## src/core/rfr_cfg.svh

```systemverilog
// Behaviour
// RULE_01: 16 bpp colour bypasses the lookup table
// RULE_02: Rotate refresh by 90, 180, 270 degrees
// RULE_03: Host buffer accesses use untranslated addresses
// RULE_04: System keeps memory clock over 1.25x pixel
// RULE_05: Mode bits 17:16 select rotation
// RULE_06: Code 00 refreshes stored order unrotated
// RULE_07: 90: columns top-down, advancing right to left
// RULE_08: 180: lines right-left, rows bottom to top
// RULE_09: 270: columns bottom-up, advancing left to right
// RULE_10: Frame starts at start address register
// RULE_11: Software computes 90 degree start word
// RULE_12: Software computes 180 degree start word
// RULE_13: Software computes 270 degree start word
// RULE_14: Line offset in words steps each line
`ifndef RFR_CFG_SVH
`define RFR_CFG_SVH
`define RFR_OFS_MODE 8'h10
`define RFR_OFS_START 8'h40
`define RFR_OFS_LINE 8'h44
`define RFR_OFS_GEOM 8'h48
`define RFR_OFS_CTRL 8'h4C
`define RFR_ROT_MSB 17
`define RFR_ROT_LSB 16
`define RFR_DEPTH_MSB 4
`define RFR_DEPTH_LSB 0
`define RFR_START_MSB 16
`define RFR_LINE_MSB 9
`define RFR_GEOM_W_MSB 9
`define RFR_GEOM_H_LSB 16
`define RFR_GEOM_H_MSB 25
`define RFR_CTRL_EN 0
`define RFR_CTRL_BUSY 1
`define RFR_DEPTH_16 5'h10
`define RFR_RST_WORD 32'h00000000
`define RFR_FIFO_DEPTH 8
`define RFR_PIX_W 17
`endif

```

## src/core/rfr_pkg.sv

```systemverilog
`default_nettype none
package rfr_pkg;
	typedef enum logic [1:0] {ROT_0 = 2'b00, ROT_90 = 2'b01, ROT_180 = 2'b10, ROT_270 = 2'b11} rfr_rot_t;
	typedef enum logic [1:0] {ST_IDLE = 2'b00, ST_READ = 2'b01, ST_WAIT = 2'b10, ST_PUSH = 2'b11} rfr_state_t;
	typedef logic [18:0] rfr_byte_addr_t;
endpackage
`default_nettype wire

```

## src/core/rfr_stream_if.sv

```systemverilog
`timescale 1ns/1ns
`default_nettype none
interface rfr_stream_if #(parameter int W = 17);
	logic valid;
	logic ready;
	logic [W-1:0] data;
	modport src(output valid, output data, input ready);
	modport snk(input valid, input data, output ready);
endinterface
`default_nettype wire

```

## src/core/rfr_fifo.sv

```systemverilog
`timescale 1ns/1ns
`default_nettype none
module rfr_fifo #(parameter int W = 17, parameter int DEPTH = 8) (
	input wire logic clock,
	input wire logic reset_n,
	rfr_stream_if.snk inPort,
	rfr_stream_if.src outPort
);
	localparam int AW = $clog2(DEPTH);
	typedef struct packed {
		logic [DEPTH-1:0][W-1:0] mem;
		logic [AW-1:0] wrPtr;
		logic [AW-1:0] rdPtr;
		logic [AW:0] count;
	} rfr_fifo_state_t;
	rfr_fifo_state_t s_q, s_d;
	logic push, pop;
	// Full and empty from the occupancy count
	assign inPort.ready = s_q.count < (AW+1)'(DEPTH);
	assign outPort.valid = s_q.count != '0;
	assign outPort.data = s_q.mem[s_q.rdPtr];
	assign push = inPort.valid && inPort.ready;
	assign pop = outPort.valid && outPort.ready;
	always_comb begin
		s_d = s_q;
		if (push) begin
			s_d.mem[s_q.wrPtr] = inPort.data;
			s_d.wrPtr = s_q.wrPtr + 1'b1;
		end
		if (pop) begin
			s_d.rdPtr = s_q.rdPtr + 1'b1;
		end
		if (push && !pop) begin
			s_d.count = s_q.count + 1'b1;
		end else if (pop && !push) begin
			s_d.count = s_q.count - 1'b1;
		end
	end
	always_ff @(posedge clock or negedge reset_n) begin
		if (!reset_n) begin
			s_q <= '0;
		end else begin
			s_q <= s_d;
		end
	end
endmodule
`default_nettype wire

```

## src/core/rfr_pixel_map.sv

```systemverilog
`timescale 1ns/1ns
`default_nettype none
module rfr_pixel_map (
	input wire logic [31:0] word,
	input wire logic [1:0] lane,
	input wire logic depth16,
	output logic [16:0] pixel
);
	always_comb begin
		if (depth16) begin
			// Colour goes straight to the panel, no table lookup [RULE_01]
			pixel = {1'b1, lane[1] ? word[31:16] : word[15:0]};
		end else begin
			pixel = {1'b0, 8'h00, word[{lane, 3'b000} +: 8]};
		end
	end
endmodule
`default_nettype wire

```

## src/core/rfr_refresh.sv

```systemverilog
// Strobed register access was chosen for this implementation.
`timescale 1ns/1ns
`default_nettype none
`include "rfr_cfg.svh"
module rfr_refresh (
	input wire logic clock,
	input wire logic reset_n,
	input wire logic [7:0] regAddr,
	input wire logic [31:0] regWData,
	input wire logic regWr,
	input wire logic regRd,
	output logic [31:0] regRData,
	input wire logic [16:0] hostAddr,
	input wire logic [31:0] hostWData,
	input wire logic hostWr,
	input wire logic hostRd,
	output logic [16:0] bufAddr,
	output logic [31:0] bufWData,
	output logic bufWr,
	output logic bufRd,
	output logic memRdReq,
	output logic [16:0] memAddr,
	input wire logic [31:0] memRdData,
	input wire logic memRdValid,
	output logic pixValid,
	output logic [15:0] pixData,
	output logic pixDirect,
	input wire logic pixReady
);
	typedef struct packed {
		rfr_pkg::rfr_state_t state;
		rfr_pkg::rfr_rot_t rot;
		logic [4:0] depth;
		logic [16:0] start;
		logic [9:0] lineOfs;
		logic [9:0] width;
		logic [9:0] height;
		logic enable;
		logic [9:0] pixCnt;
		logic [9:0] lineCnt;
		rfr_pkg::rfr_byte_addr_t pixAddr;
		rfr_pkg::rfr_byte_addr_t lineBase;
		logic [31:0] word;
		logic [31:0] rdData;
		logic memRdReq;
		logic [16:0] memAddr;
		logic [16:0] bufAddr;
		logic [31:0] bufWData;
		logic bufWr;
		logic bufRd;
		logic pixValid;
		logic [16:0] pix;
	} rfr_refresh_state_t;

	rfr_refresh_state_t s_q, s_d;
	rfr_stream_if #(.W(`RFR_PIX_W)) fifoIn();
	rfr_stream_if #(.W(`RFR_PIX_W)) fifoOut();
	logic depth16;
	logic lineEnd;
	logic frameEnd;
	logic pushAdv;
	logic frameGo;
	logic [16:0] mapPix;
	rfr_pkg::rfr_byte_addr_t bpb;
	rfr_pkg::rfr_byte_addr_t stride;
	rfr_pkg::rfr_byte_addr_t pixStep;
	rfr_pkg::rfr_byte_addr_t lineStep;
	rfr_pkg::rfr_byte_addr_t startByte;

	// Address step along a display line for one rotation
	function automatic rfr_pkg::rfr_byte_addr_t stepFor(input rfr_pkg::rfr_rot_t rot,
		input rfr_pkg::rfr_byte_addr_t bytes, input rfr_pkg::rfr_byte_addr_t words);
		case (rot)
			rfr_pkg::ROT_0: stepFor = bytes; // [RULE_06]
			rfr_pkg::ROT_90: stepFor = words; // [RULE_02] [RULE_07]
			rfr_pkg::ROT_180: stepFor = rfr_pkg::rfr_byte_addr_t'(19'h00000 - bytes); // [RULE_08]
			rfr_pkg::ROT_270: stepFor = rfr_pkg::rfr_byte_addr_t'(19'h00000 - words); // [RULE_09]
			default: stepFor = bytes;
		endcase
	endfunction

	assign depth16 = s_q.depth == `RFR_DEPTH_16;
	assign bpb = depth16 ? 19'h00002 : 19'h00001;
	// Line offset counts 32-bit words [RULE_14]
	assign stride = {7'h00, s_q.lineOfs, 2'b00};
	assign pixStep = stepFor(s_q.rot, bpb, stride);
	// The line step is the pixel step of the next rotation
	assign lineStep = stepFor(rfr_pkg::rfr_rot_t'(s_q.rot + 2'b01), bpb, stride);
	// 90 and 180 begin at the last pixel of the start word
	assign startByte = (s_q.rot == rfr_pkg::ROT_90 || s_q.rot == rfr_pkg::ROT_180) ?
		rfr_pkg::rfr_byte_addr_t'({s_q.start, 2'b00} + 19'h00004 - bpb) : {s_q.start, 2'b00};
	assign lineEnd = s_q.pixCnt == s_q.width - 1'b1;
	assign frameEnd = lineEnd && s_q.lineCnt == s_q.height - 1'b1;
	assign pushAdv = s_q.state == rfr_pkg::ST_PUSH && fifoIn.ready;
	assign frameGo = s_q.state == rfr_pkg::ST_IDLE && s_q.enable;

	rfr_pixel_map u_map (
		.word(s_q.word),
		.lane(s_q.pixAddr[1:0]),
		.depth16(depth16),
		.pixel(mapPix)
	);

	assign fifoIn.valid = s_q.state == rfr_pkg::ST_PUSH;
	assign fifoIn.data = mapPix;
	assign fifoOut.ready = !s_q.pixValid || pixReady;

	rfr_fifo #(.W(`RFR_PIX_W), .DEPTH(`RFR_FIFO_DEPTH)) u_fifo (
		.clock(clock),
		.reset_n(reset_n),
		.inPort(fifoIn),
		.outPort(fifoOut)
	);

	always_comb begin
		s_d = s_q;
		s_d.memRdReq = 1'b0;
		s_d.bufWr = 1'b0;
		s_d.bufRd = 1'b0;
		s_d.rdData = `RFR_RST_WORD;
		// Register reads answer in the next cycle
		if (regRd) begin
			case (regAddr)
				`RFR_OFS_MODE: s_d.rdData = {14'h0000, s_q.rot, 11'h000, s_q.depth};
				`RFR_OFS_START: s_d.rdData = {15'h0000, s_q.start};
				`RFR_OFS_LINE: s_d.rdData = {22'h000000, s_q.lineOfs};
				`RFR_OFS_GEOM: s_d.rdData = {6'h00, s_q.height, 6'h00, s_q.width};
				`RFR_OFS_CTRL: s_d.rdData = {6'h00, s_q.lineCnt, 14'h0000,
					s_q.state != rfr_pkg::ST_IDLE, s_q.enable};
				default: s_d.rdData = `RFR_RST_WORD;
			endcase
		end
		if (regWr) begin
			case (regAddr)
				`RFR_OFS_MODE: begin
					s_d.rot = rfr_pkg::rfr_rot_t'(regWData[`RFR_ROT_MSB:`RFR_ROT_LSB]); // [RULE_05]
					s_d.depth = regWData[`RFR_DEPTH_MSB:`RFR_DEPTH_LSB];
				end
				`RFR_OFS_START: s_d.start = regWData[`RFR_START_MSB:0];
				`RFR_OFS_LINE: s_d.lineOfs = regWData[`RFR_LINE_MSB:0]; // [RULE_14]
				`RFR_OFS_GEOM: begin
					s_d.width = regWData[`RFR_GEOM_W_MSB:0];
					s_d.height = regWData[`RFR_GEOM_H_MSB:`RFR_GEOM_H_LSB];
				end
				`RFR_OFS_CTRL: s_d.enable = regWData[`RFR_CTRL_EN];
				default: s_d.enable = s_q.enable;
			endcase
		end
		// Host buffer path passes its address through untouched [RULE_03]
		if (hostWr || hostRd) begin
			s_d.bufAddr = hostAddr;
			s_d.bufWData = hostWData;
			s_d.bufWr = hostWr;
			s_d.bufRd = hostRd;
		end
		case (s_q.state)
			rfr_pkg::ST_IDLE: begin
				if (s_q.enable) begin
					// Every frame restarts at the programmed corner [RULE_10]
					s_d.pixAddr = startByte;
					s_d.lineBase = startByte;
					s_d.pixCnt = 10'h000;
					s_d.lineCnt = 10'h000;
					s_d.state = rfr_pkg::ST_READ;
				end
			end
			rfr_pkg::ST_READ: begin
				s_d.memRdReq = 1'b1;
				s_d.memAddr = s_q.pixAddr[18:2];
				s_d.state = rfr_pkg::ST_WAIT;
			end
			rfr_pkg::ST_WAIT: begin
				if (memRdValid) begin
					s_d.word = memRdData;
					s_d.state = rfr_pkg::ST_PUSH;
				end
			end
			rfr_pkg::ST_PUSH: begin
				if (fifoIn.ready) begin
					s_d.state = rfr_pkg::ST_READ;
					if (frameEnd) begin
						s_d.state = rfr_pkg::ST_IDLE;
					end else if (lineEnd) begin
						// Next display line [RULE_02] [RULE_14]
						s_d.pixCnt = 10'h000;
						s_d.lineCnt = s_q.lineCnt + 1'b1;
						s_d.lineBase = rfr_pkg::rfr_byte_addr_t'(s_q.lineBase + lineStep);
						s_d.pixAddr = rfr_pkg::rfr_byte_addr_t'(s_q.lineBase + lineStep);
					end else begin
						s_d.pixCnt = s_q.pixCnt + 1'b1;
						s_d.pixAddr = rfr_pkg::rfr_byte_addr_t'(s_q.pixAddr + pixStep); // [RULE_02]
					end
				end
			end
			default: s_d.state = rfr_pkg::ST_IDLE;
		endcase
		// Output stage holds a pixel until the panel takes it
		if (fifoOut.valid && fifoOut.ready) begin
			s_d.pixValid = 1'b1;
			s_d.pix = fifoOut.data;
		end else if (pixReady) begin
			s_d.pixValid = 1'b0;
		end
	end

	always_ff @(posedge clock or negedge reset_n) begin
		if (!reset_n) begin
			s_q <= '0;
		end else begin
			s_q <= s_d;
		end
	end

	assign regRData = s_q.rdData;
	assign bufAddr = s_q.bufAddr;
	assign bufWData = s_q.bufWData;
	assign bufWr = s_q.bufWr;
	assign bufRd = s_q.bufRd;
	assign memRdReq = s_q.memRdReq;
	assign memAddr = s_q.memAddr;
	assign pixValid = s_q.pixValid;
	assign pixData = s_q.pix[15:0];
	assign pixDirect = s_q.pix[16];
endmodule
`default_nettype wire

```

## config.mk

```make
export PLATFORM = sky130hd
export DESIGN_NAME = rfr_refresh
export DESIGN_NICKNAME = d
export VERILOG_FILES = /design/src/core/rfr_pkg.sv /design/src/core/rfr_stream_if.sv /design/src/core/rfr_fifo.sv /design/src/core/rfr_pixel_map.sv /design/src/core/rfr_refresh.sv
export VERILOG_INCLUDE_DIRS = /design/src /design/src/core
export SDC_FILE = /design/constraint.sdc
export NUM_CORES = 1
export LEC_CHECK = 0
export BUFFER_PORTS_ARGS = -buffer_cell sky130_fd_sc_hd__buf_2
export CAP_MARGIN = 20
export CORE_UTILIZATION = 45
export CTS_BUF_LIST = sky130_fd_sc_hd__clkbuf_4 sky130_fd_sc_hd__clkbuf_8
export CTS_CLUSTER_DIAMETER = 50
export DETAILED_ROUTE_END_ITERATION = 16
export SLEW_MARGIN = 20
export SYNTH_ARGS = -nofsm -noshare
export SYNTH_HDL_FRONTEND = slang
export SYNTH_SLANG_ARGS = --single-unit
export TNS_END_PERCENT = 20
```

## constraint.sdc

```tcl
create_clock -name clock -period 5.1 [get_ports clock]
set_clock_uncertainty 0.2 [all_clocks]
set_input_delay 0.51 -clock clock [delete_from_list [all_inputs] [get_ports clock]]
set_output_delay 0.51 -clock clock [all_outputs]
set_load 0.03 [all_outputs]
```

==> metrics, run 1 <==
Adder-Cell Fraction of Synth Area=4.40%; compound-cell area share of the yosys netlist=10.8%; Worst Setup Path Type=flip-flop to flip-flop; PnR Total Power=11.7 mW; sequential share of the synthesized area=45.9%; CTS root buffer=clkbuf_8; global-route wire length before repair=87400 um; ys async rst share=100%; setup TNS=0 ps; Yosys Warn Count=0; Core Box Area=48100 um^2; HPWL after DPL=36300 um; Worst-path clk slew=60 ps; CTS buffer count=77; fin util=53.8%; Num Clock Sinks=406; Peak Freq=0.214 GHz; antenna viol nets, final=0; Die W=224 um; mux share of post-synthesis cell area=19.0%; Startpoint Class=flip-flop; fin area=25900 um^2; simple-gate area share of the yosys netlist=9.29%; number of flops mapped to enable cells by yosys=0; Setup violations, final=0; DR DRC count=0; routed length per placed instance=18.2 um; Synth top area share=45.9%; Power Density=452 nW/um^2; max cap viols=0; Worst EP arrival=5020 ps; Final Cycle Share=91.5%; Tightest Pin Transition=1000 ps; H-tree depth=3; Die H=224 um; buffers added on ports=235; mapped cell area=22100 um^2; via/cell ratio=5.31; CTS tree=built; largest family of logic cells by synthesized area=multiplexers; Clk Latency, worst-skew pair=650 ps; Worst Slack Setup Final=433 ps; GRT Resource Usage Total=22.1%; leakage dissipation=12.2 nW; DRT iter0 DRCs=823; share of layout cells above drive strength 1=30.6%; vias in the first global route=16502; RD Place Congestion=0.869; leading area contributor after synthesis=dfrtp_1; Synth Area in XOR/XNOR=3.39%; top cells by area, synth=dfrtp_1, mux2_2, mux4_2, ha_1, buf_4; VDD IR max=0.000218 V; worst hold path type=input pin to flip-flop; status=complete, no violations; Final Max Slew Viols=0; fin crit period=4670 ps; final net count=2454; area growth from synthesis to layout=17.1%; register bit total from synthesis=406; post-synthesis cell count=2011; endpoints failing hold=0; Avg Inst Size Synth=11.0 um^2; slew margin rel.=32.6%; placed cell area=23100 um^2; Primary FF master, synth=dfrtp_1; Max FO, Critical Path=8; vias after detailed routing=15725; Req. time, crit path=5450 ps; initial antenna violation count=1; DIE AREA=50000 um^2; largest net degree at the start of global routing=145; Place WS=483 ps; grt ovf=0; RSZ-0062 raised after global routing=false; Std-Cell Rows=80; Longest Clk Path Bufs=3; Pre-antenna DRT Iters=5; Critical Path End Type=flip-flop; total length of routed wires=53900 um; initial core utilization=45.9%; number of distinct library cells after synthesis=86; # fillers=4232; IO Count=248
## metal layers
metal / track usage (%) / vias to the layer above / wire (um)
met5: 0 / - / 0
met4: 8.99 / 0 / 1850
met3: 4.51 / 117 / 2360
met2: 37.9 / 366 / 26700
met1: 27.2 / 7746 / 23000
li1: - / 7496 / -
## final cells by class
class | instances | area (um^2) | share of cell area, %
Antenna cell | 1 | 2.50 | 0.00966
Timing Repair Buffer | 374 | 2550 | 9.84
Inverter | 67 | 251 | 0.971
Clock buffer | 116 | 1470 | 5.66
Clock inverter | 19 | 235 | 0.908
Multi-Input combinational cell | 1323 | 10400 | 40.2
Tap cell | 656 | 821 | 3.17
Sequential cell | 406 | 10200 | 39.2
## state kept, by name, indices dropped and copies added (netlist names)
register,count
bufRd,1
memAddr,17
bufWr,1
bufWData,32
pixValid,1
u_fifo.s_q,146
s_q,147
bufAddr,17
regRData,26
pixDirect,1
pixData,16
memRdReq,1
## power by group
part	leakage, nW	internal (mW)	switching [mW]
clock	0.883	2.01	1.45
combinational	5.93	1.70	2.02
sequential	5.34	3.92	0.606
## worst max-delay path, stage by stage, from the launching register on
cell	delay [ps]
dfrtp_1	460
inv_1	90
ha_1	260
nand2b_4	80
or4_4	440
or3_4	350
or3_4	340
a31o_4	300
ha_1	360
a21oi_1	210
inv_1	80
a21o_1	190
a21oi_1	170
o21ai_0	110
a21oi_1	270
xor3_1	290
nor2b_4	150
o31ai_4	210
## through the flow
| step | hold slack (ps) | cells |
|---|---|---|
| after floorplan | 14.4 | 2016 |
| after global placement | 257 | 2714 |
| after detailed placement | 266 | 2714 |
| after CTS | 3.72 | 2961 |
| after global routing | 48.0 | 2962 |
| final | 70.9 | 2962 |
## worst paths after layout
path,cells past startpoint,to,from,slack (ps)
max,17,s_q[188],s_q[230],430
min,3,s_q[209],regWr,70
max reg2reg,17,s_q[188],s_q[230],430
min reg2reg,2,u_fifo.s_q[138],u_fifo.s_q[138],270
max in group asynchronous,3,regRData[15],reset_n,3160
min in group asynchronous,2,pixData[0],reset_n,230
## Yosys cell counts (all sizes together) (17+ instances only)
cell type	instances
a21oi	126
nor2	153
clkbuf	77
o21a	17
ha	73
xnor2	52
o31ai	19
mux4	42
xor2	30
nor3	24
a211oi	17
mux2	235
mux2i	60
nand2	143
buf	143
dfrtp	406
inv	67
o21ai	110
a21o	20
nand3	23
## cells in the final DEF (no fill, tap or decap), drive strengths merged, types with 5 or more instances in the layout
cell and instances:
dfrtp 406, buf 262, mux2 235, nor2 153, nand2 143, a21oi 126
clkbuf 116, dlygate4sd3 112, o21ai 110, ha 73, inv 71, mux2i 60
xnor2 52, mux4 42, xor2 30, nor3 24, nand3 23, a21o 20
o31ai 19, o21a 17, a211oi 17, and2 12, nor2b 12, nand2b 11
or3 10, a31oi 9, o211ai 9, and3 8, nand4 8, nor4 8
clkinv 8, a221oi 7, nand3b 7, conb 6, or2 6, a222oi 5
o22ai 5
## what timing repair did
| action | 4_1_cts | 5_1_grt |
|---|---|---|
| endpoints found under the setup margin | 0 | 0 |
| setup buffers | 0 | 0 |
| gates resized for setup | 0 | 0 |
| endpoints found under the hold margin | 221 | 0 |
| hold buffers | 112 | 0 |
## kinds of logic after synthesis
| family | Yosys count |
|---|---|
| AOI/OAI and AO/OA | 383 |
| xor gates and xnor gates | 83 |
| adders and majority gates | 76 |
| buffers and inverters | 287 |
| DFF | 406 |
| muxes | 337 |
| other | 1 |
| and+or+nand+nor | 438 |
Power figures use the tool's default switching activity.
==> run 2: changes to the inputs <==
Settings changed: CORE_UTILIZATION 45 to 40.
==> metrics, run 2 (synthesis results as in run 1) <==
Min Hold Slack=86.7 ps (was 70.9 ps); Worst EP arrival=5020 ps (about the same); RSZ-0062 raised after global routing=false (unchanged); Final Cycle Share=92.0% (was 91.5%); area growth from synthesis to layout=16.9% (was 17.1%); Clk Latency, worst-skew pair=650 ps (about the same); slew margin rel.=25.7% (was 32.6%); initial antenna violation count=2 (was 1); CTS tree=built (unchanged); vias after detailed routing=15793 (was 15725); most frequent cells in the layout=dfrtp_1, mux2_2, buf_2 (unchanged); max reg flops=147 (unchanged); Req. time, crit path=5430 ps (was 5450 ps); Max FO, Critical Path=7 (was 8); commonest non-fill, non-tap cell in the layout=dfrtp_1 (unchanged); final net count=2455 (was 2454); CTS buffer count=75 (was 77); Core Box Area=54200 um^2 (was 48100 um^2); worst hold path type=input pin to flip-flop (unchanged); via/cell ratio=5.26 (was 5.31); fin crit period=4690 ps (was 4670 ps); HPWL after DPL=37200 um (was 36300 um); Tightest Pin Transition=1100 ps (was 1000 ps); endpoints failing hold=0 (unchanged); RD Place Congestion=0.873 (was 0.869); Critical Path End Type=flip-flop (unchanged); Pre-antenna DRT Iters=5 (unchanged); global-route wire length before repair=87600 um (was 87400 um); antenna viol nets, final=0 (unchanged); fin util=47.7% (was 53.8%); max cap viols=0 (unchanged); leakage dissipation=12.1 nW (was 12.2 nW); Worst-path clk slew=60 ps (about the same); Longest Clk Path Bufs=3 (unchanged); H-tree depth=3 (unchanged); largest net degree at the start of global routing=127 (was 145); CTS root buffer=clkbuf_8 (unchanged); total length of routed wires=54700 um (was 53900 um); IO Count=248 (unchanged); Die W=237 um (was 224 um); Peak Freq=0.213 GHz (was 0.214 GHz); setup TNS=0 ps (unchanged); DIE AREA=56200 um^2 (was 50000 um^2); setup bufs post-CTS=0 (unchanged); buffers added on ports=235 (unchanged); Final Max Slew Viols=0 (unchanged); GRT Resource Usage Total=19.7% (was 22.1%); DRT iter0 DRCs=1047 (was 823); status=complete, no violations (unchanged); routed length per placed instance=18.2 um (about the same); Startpoint Class=flip-flop (unchanged); Worst Setup Path Type=flip-flop to flip-flop (unchanged); DR DRC count=0 (unchanged); Die H=237 um (was 224 um); initial core utilization=40.8% (was 45.9%); grt ovf=0 (unchanged); Num Clock Sinks=406 (unchanged); share of layout cells above drive strength 1=30.5% (was 30.6%); Setup violations, final=0 (unchanged); vias in the first global route=16430 (was 16502); Power Density=446 nW/um^2 (was 452 nW/um^2); Std-Cell Rows=85 (was 80); VDD IR max=0.000193 V (was 0.000218 V); Top reg by flops=s_q (unchanged); number of gates resized after CTS=0 (unchanged)
run 2: cell count changes in the layout (fill, tap and decap cells not counted):
| cell | change |
|---|---|
| bufinv_16 | -2 |
| inv_6 | -1 |
| buf_4 | +4 |
| clkinv_4 | -2 |
| clkbuf_8 | -4 |
| clkinv_8 | +1 |
| diode_2 | +1 |
| buf_12 | -1 |
| clkinvlp_4 | +1 |
| clkbuf_4 | +2 |
run 2: layer usage:
layer,up-vias,share of wire [%],GRT usage (%)
met5,-,0,0
met2,353,50,33.8
met3,96,4.3,3.93
li1,7496,-,-
met4,0,3.1,6.98
met1,7848,43,24.5
run 2: layout make-up:
class	count	area (um^2)
antenna	2	5.00
clock buffer	114	1430
clock inverter	16	173
fill	4947	28400
inverter	67	251
multi-input combinational	1323	10400
sequential	406	10200
tap	696	871
timing repair buffer	377	2560
run 2: path summary, 6_finish.rpt:
check / start / end / slack, ps / cells after the start
worst max-delay path: s_q[230] / s_q[188] / 410 / 16
worst min-delay path: regWr / s_q[209] / 90 / 3
max in group asynchronous: reset_n / bufWData[23] / 3090 / 3
worst min register to register: u_fifo.s_q[128] / u_fifo.s_q[128] / 280 / 2
worst max register to register: s_q[230] / s_q[188] / 410 / 16
min in group asynchronous: reset_n / pixData[0] / 330 / 2
run 2: where the power goes:
part           switching (mW)  total [mW]  internal, mW  leakage (nW)
logic                    2.00        3.69          1.69          5.94
clock network            1.44        3.29          1.85         0.829
registers               0.643        4.56          3.92          5.34
run 2: metrics by stage:
| stage | power [mW] | instance area (um^2) | setup slack, ps | instances |
|---|---|---|---|---|
| after floorplan | 7.40 | 22100 | 892 | 2016 |
| after global placement | 8.13 | 23100 | 500 | 2757 |
| after detailed placement | 8.26 | 23100 | 432 | 2757 |
| after CTS | 11.7 | 25800 | 430 | 2999 |
| after global routing | 12.2 | 25900 | 114 | 3000 |
| final | 11.5 | 25900 | 406 | 3001 |
run 2: worst max-delay path, stage by stage (launching register included):
cell,delay (ps)
dfrtp_1,470
or3_1,470
or3_1,390
or3_1,380
nor3_1,200
xnor2_1,110
a221oi_1,370
nor2_1,100
ha_1,380
a21oi_1,150
o21ai_0,100
a41oi_1,270
a22oi_1,180
a311oi_1,350
xnor2_1,120
o22ai_1,250
o31ai_4,70
run 2: what timing repair did:
item                       CTS  global route
setup endpoints to repair    0             0
hold buffers               112             0
hold endpoints to repair   262             0
==> run 3: changes to the inputs <==
Settings changed: CORE_MARGIN set to 5, SYNTH_HIERARCHICAL set to 1.
==> metrics, run 3 <==
status=complete, no violations (unchanged); Max FO, Critical Path=7 (unchanged); antenna viol nets, final=0 (unchanged); Longest Clk Path Bufs=3 (unchanged); largest net degree at the start of global routing=132 (was 127); Worst EP arrival=5150 ps (was 5020 ps); Setup violations, final=0 (unchanged); VDD IR max=0.000228 V (was 0.000193 V); critical path cell sequence=or3_1 > or3_1 > or3_1 > nor3_2 > xnor2_1 > a221oi_1 > nor2_1 > ha_1 > and4_1 > and2_1 > o2111ai_1 > a311oi_1 > o22ai_1 > xnor2_1 > o221a_2 > o21ai_0 (was or3_1 > or3_1 > or3_1 > nor3_1 > xnor2_1 > a221oi_1 > nor2_1 > ha_1 > a21oi_1 > o21ai_0 > a41oi_1 > a22oi_1 > a311oi_1 > xnor2_1 > o22ai_1 > o31ai_4); antenna cells=0 (was 2); leakage dissipation=12.5 nW (was 12.1 nW); CTS root buffer=clkbuf_8 (unchanged); area growth from synthesis to layout=16.9% (about the same); Primary FF master, synth=dfrtp_1 (unchanged); Power Density=446 nW/um^2 (about the same); CP max stage cell=dfrtp_1 (unchanged); setup bufs post-CTS=0 (unchanged); Critical Path End Type=flip-flop (unchanged); commonest non-fill, non-tap cell in the layout=dfrtp_1 (unchanged); via/cell ratio=5.39 (was 5.26); max reg flops=147 (unchanged); placed cell area=23700 um^2 (was 23100 um^2); global-route wire length before repair=94100 um (was 87600 um); total length of routed wires=59300 um (was 54700 um); initial core utilization=40.3% (was 40.8%); Std-Cell Rows=87 (was 85); RSZ-0062 raised after global routing=false (unchanged); Worst Slack Setup Final=329 ps (was 406 ps); top cells by area, synth=dfrtp_1, mux2_2, ha_1, buf_4, mux4_2 (was dfrtp_1, mux2_2, mux4_2, ha_1, buf_4); share of layout cells above drive strength 1=35.3% (was 30.5%); Avg Inst Size Synth=11.5 um^2 (was 11.0 um^2); H-tree depth=3 (unchanged); leading area contributor after synthesis=dfrtp_1 (unchanged); Core Box Area=56200 um^2 (was 54200 um^2); CP max stage delay=460 ps (was 470 ps); Final Cycle Share=93.5% (was 92.0%); Startpoint Class=flip-flop (unchanged); vias in the first global route=17092 (was 16430); grt ovf=0 (unchanged); CTS buffer count=77 (was 75); register bit total from synthesis=406 (unchanged); Clk Latency, worst-skew pair=670 ps (was 650 ps); number of flops mapped to enable cells by yosys=0 (unchanged); mapped cell area=22600 um^2 (was 22100 um^2); RD Place Congestion=0.926 (was 0.873); GRT Resource Usage Total=19.2% (was 19.7%); Pre-antenna DRT Iters=6 (was 5); Final Max Slew Viols=0 (unchanged); Die W=248 um (was 237 um); DRT iter0 DRCs=1206 (was 1047); DIE AREA=61400 um^2 (was 56200 um^2); fin area=26400 um^2 (was 25900 um^2); fin crit period=4770 ps (was 4690 ps); Req. time, crit path=5480 ps (was 5430 ps); DR DRC count=0 (unchanged); most frequent cells in the layout=dfrtp_1, mux2_2, buf_2 (unchanged); ys async rst share=100% (unchanged); number of distinct library cells after synthesis=86 (unchanged); Yosys Warn Count=6 (was 0); Most common cell on crit path=or3_1 (unchanged); initial antenna violation count=1 (was 2); Peak Freq=0.210 GHz (was 0.213 GHz); setup TNS=0 ps (unchanged); Worst-path clk slew=60 ps (about the same); worst hold path type=input pin to flip-flop (unchanged); CTS tree=built (unchanged); IO Count=248 (unchanged); post-synthesis cell count=1971 (was 2011); Worst Setup Path Type=flip-flop to flip-flop (unchanged); Post-synth top cells=dfrtp_1, mux2_2, nor2_1 (unchanged); vias after detailed routing=16296 (was 15793); most common cell in the synthesized netlist=dfrtp_1 (unchanged); HPWL after DPL=40900 um (was 37200 um); max cap viols=0 (unchanged); Num Clock Sinks=406 (unchanged); Synth top area share=44.9% (was 45.9%); Top reg by flops=s_q (unchanged); Place WS=263 ps (was 432 ps); endpoints failing hold=0 (unchanged); Die H=248 um (was 237 um); final net count=2416 (was 2455); routed length per placed instance=19.6 um (was 18.2 um); buffers added on ports=235 (unchanged); sequential share of the synthesized area=44.9% (was 45.9%); Tightest Pin Transition=1040 ps (was 1100 ps); slew margin rel.=30.4% (was 25.7%)
==> run 3: cell count changes after synthesis, sizes merged, moves of 8 or more <==
cell,change
a21oi,-23
and3,+9
buf,+9
clkbuf,-8
inv,-23
mux2,+98
mux2i,-28
nand2,-58
nand2b,+8
nand3,+9
nor2,-29
o21a,-8
o21ai,-37
xor2,-9
==> run 3: final timing paths <==
path / start / end / slack, ps / depth (start not counted)
min in group asynchronous: reset_n / pixData[1] / 340 / 2
min: regAddr[6] / regRData[14] / 100 / 3
max reg2reg: s_q[231] / s_q[188] / 330 / 16
max: s_q[231] / s_q[188] / 330 / 16
min reg2reg: s_q[166] / s_q[166] / 290 / 2
max in group asynchronous: reset_n / bufWData[9] / 3030 / 3
==> run 3: where the power goes <==
part | leakage (nW) | switching, mW | internal, mW
logic | 6.28 | 2.10 | 1.81
clock network | 0.869 | 1.45 | 1.91
registers | 5.34 | 0.610 | 3.90
total | 12.5 | 4.17 | 7.62
==> run 3: layout make-up <==
type	instances	area (um^2)
well taps	756	946
flip-flops and latches	406	10200
clock buffers	114	1420
multi-input cells	1305	11000
inverters	44	165
fillers	5150	29700
repair buffers	377	2550
clock inverters	20	216
==> run 3: what timing repair did <==
action / 4_1_cts / 5_1_grt
gates resized for setup: 0 / 2
endpoints found under the hold margin: 265 / 0
hold buffers: 111 / 0
endpoints found under the setup margin: 0 / 5
==> run 3: cell families after synthesis <==
group	count (synthesis)	share of synthesized area [%]
AO/OA/AOI/OAI	342	9.81
XOR/XNOR	74	2.87
adder cells (fa/ha/maj)	76	4.30
buffers and inverters	265	6.71
flip-flops	406	44.9
multiplexers	407	22.4
other	1	0.0166
AND/OR/NAND/NOR	400	8.92
==> run 3: worst max-delay path: cells and delay by family (launching register included) <==
| family | cells | cell delay, ps |
|---|---|---|
| DFF | 1 | 460 |
| and+or+nand+nor | 7 | 2010 |
| adders and majority gates | 1 | 360 |
| AOI/OAI and AO/OA | 6 | 1380 |
| xor gates and xnor gates | 2 | 260 |
==> run 3: metal layers <==
metal | vias up | share of wire (%) | track usage (%)
met2 | 420 | 49 | 32.2
li1 | 7546 | - | -
met4 | 2 | 3.9 | 8.09
met3 | 137 | 5.0 | 3.87
met1 | 8191 | 42 | 24.3
met5 | - | 0.013 | 0
==> run 3: through the flow <==
stage               utilization (%)  hold WS (ps)  cells  power [mW]
floorplan                         -          14.4   1976        7.42
global placement               42.2           266   2777        8.30
detailed placement             42.2           273   2777        8.44
CTS                            47.1          23.3   3022        12.0
global route                   47.1          72.3   3022        12.6
finish                         47.1           104   3022        11.8
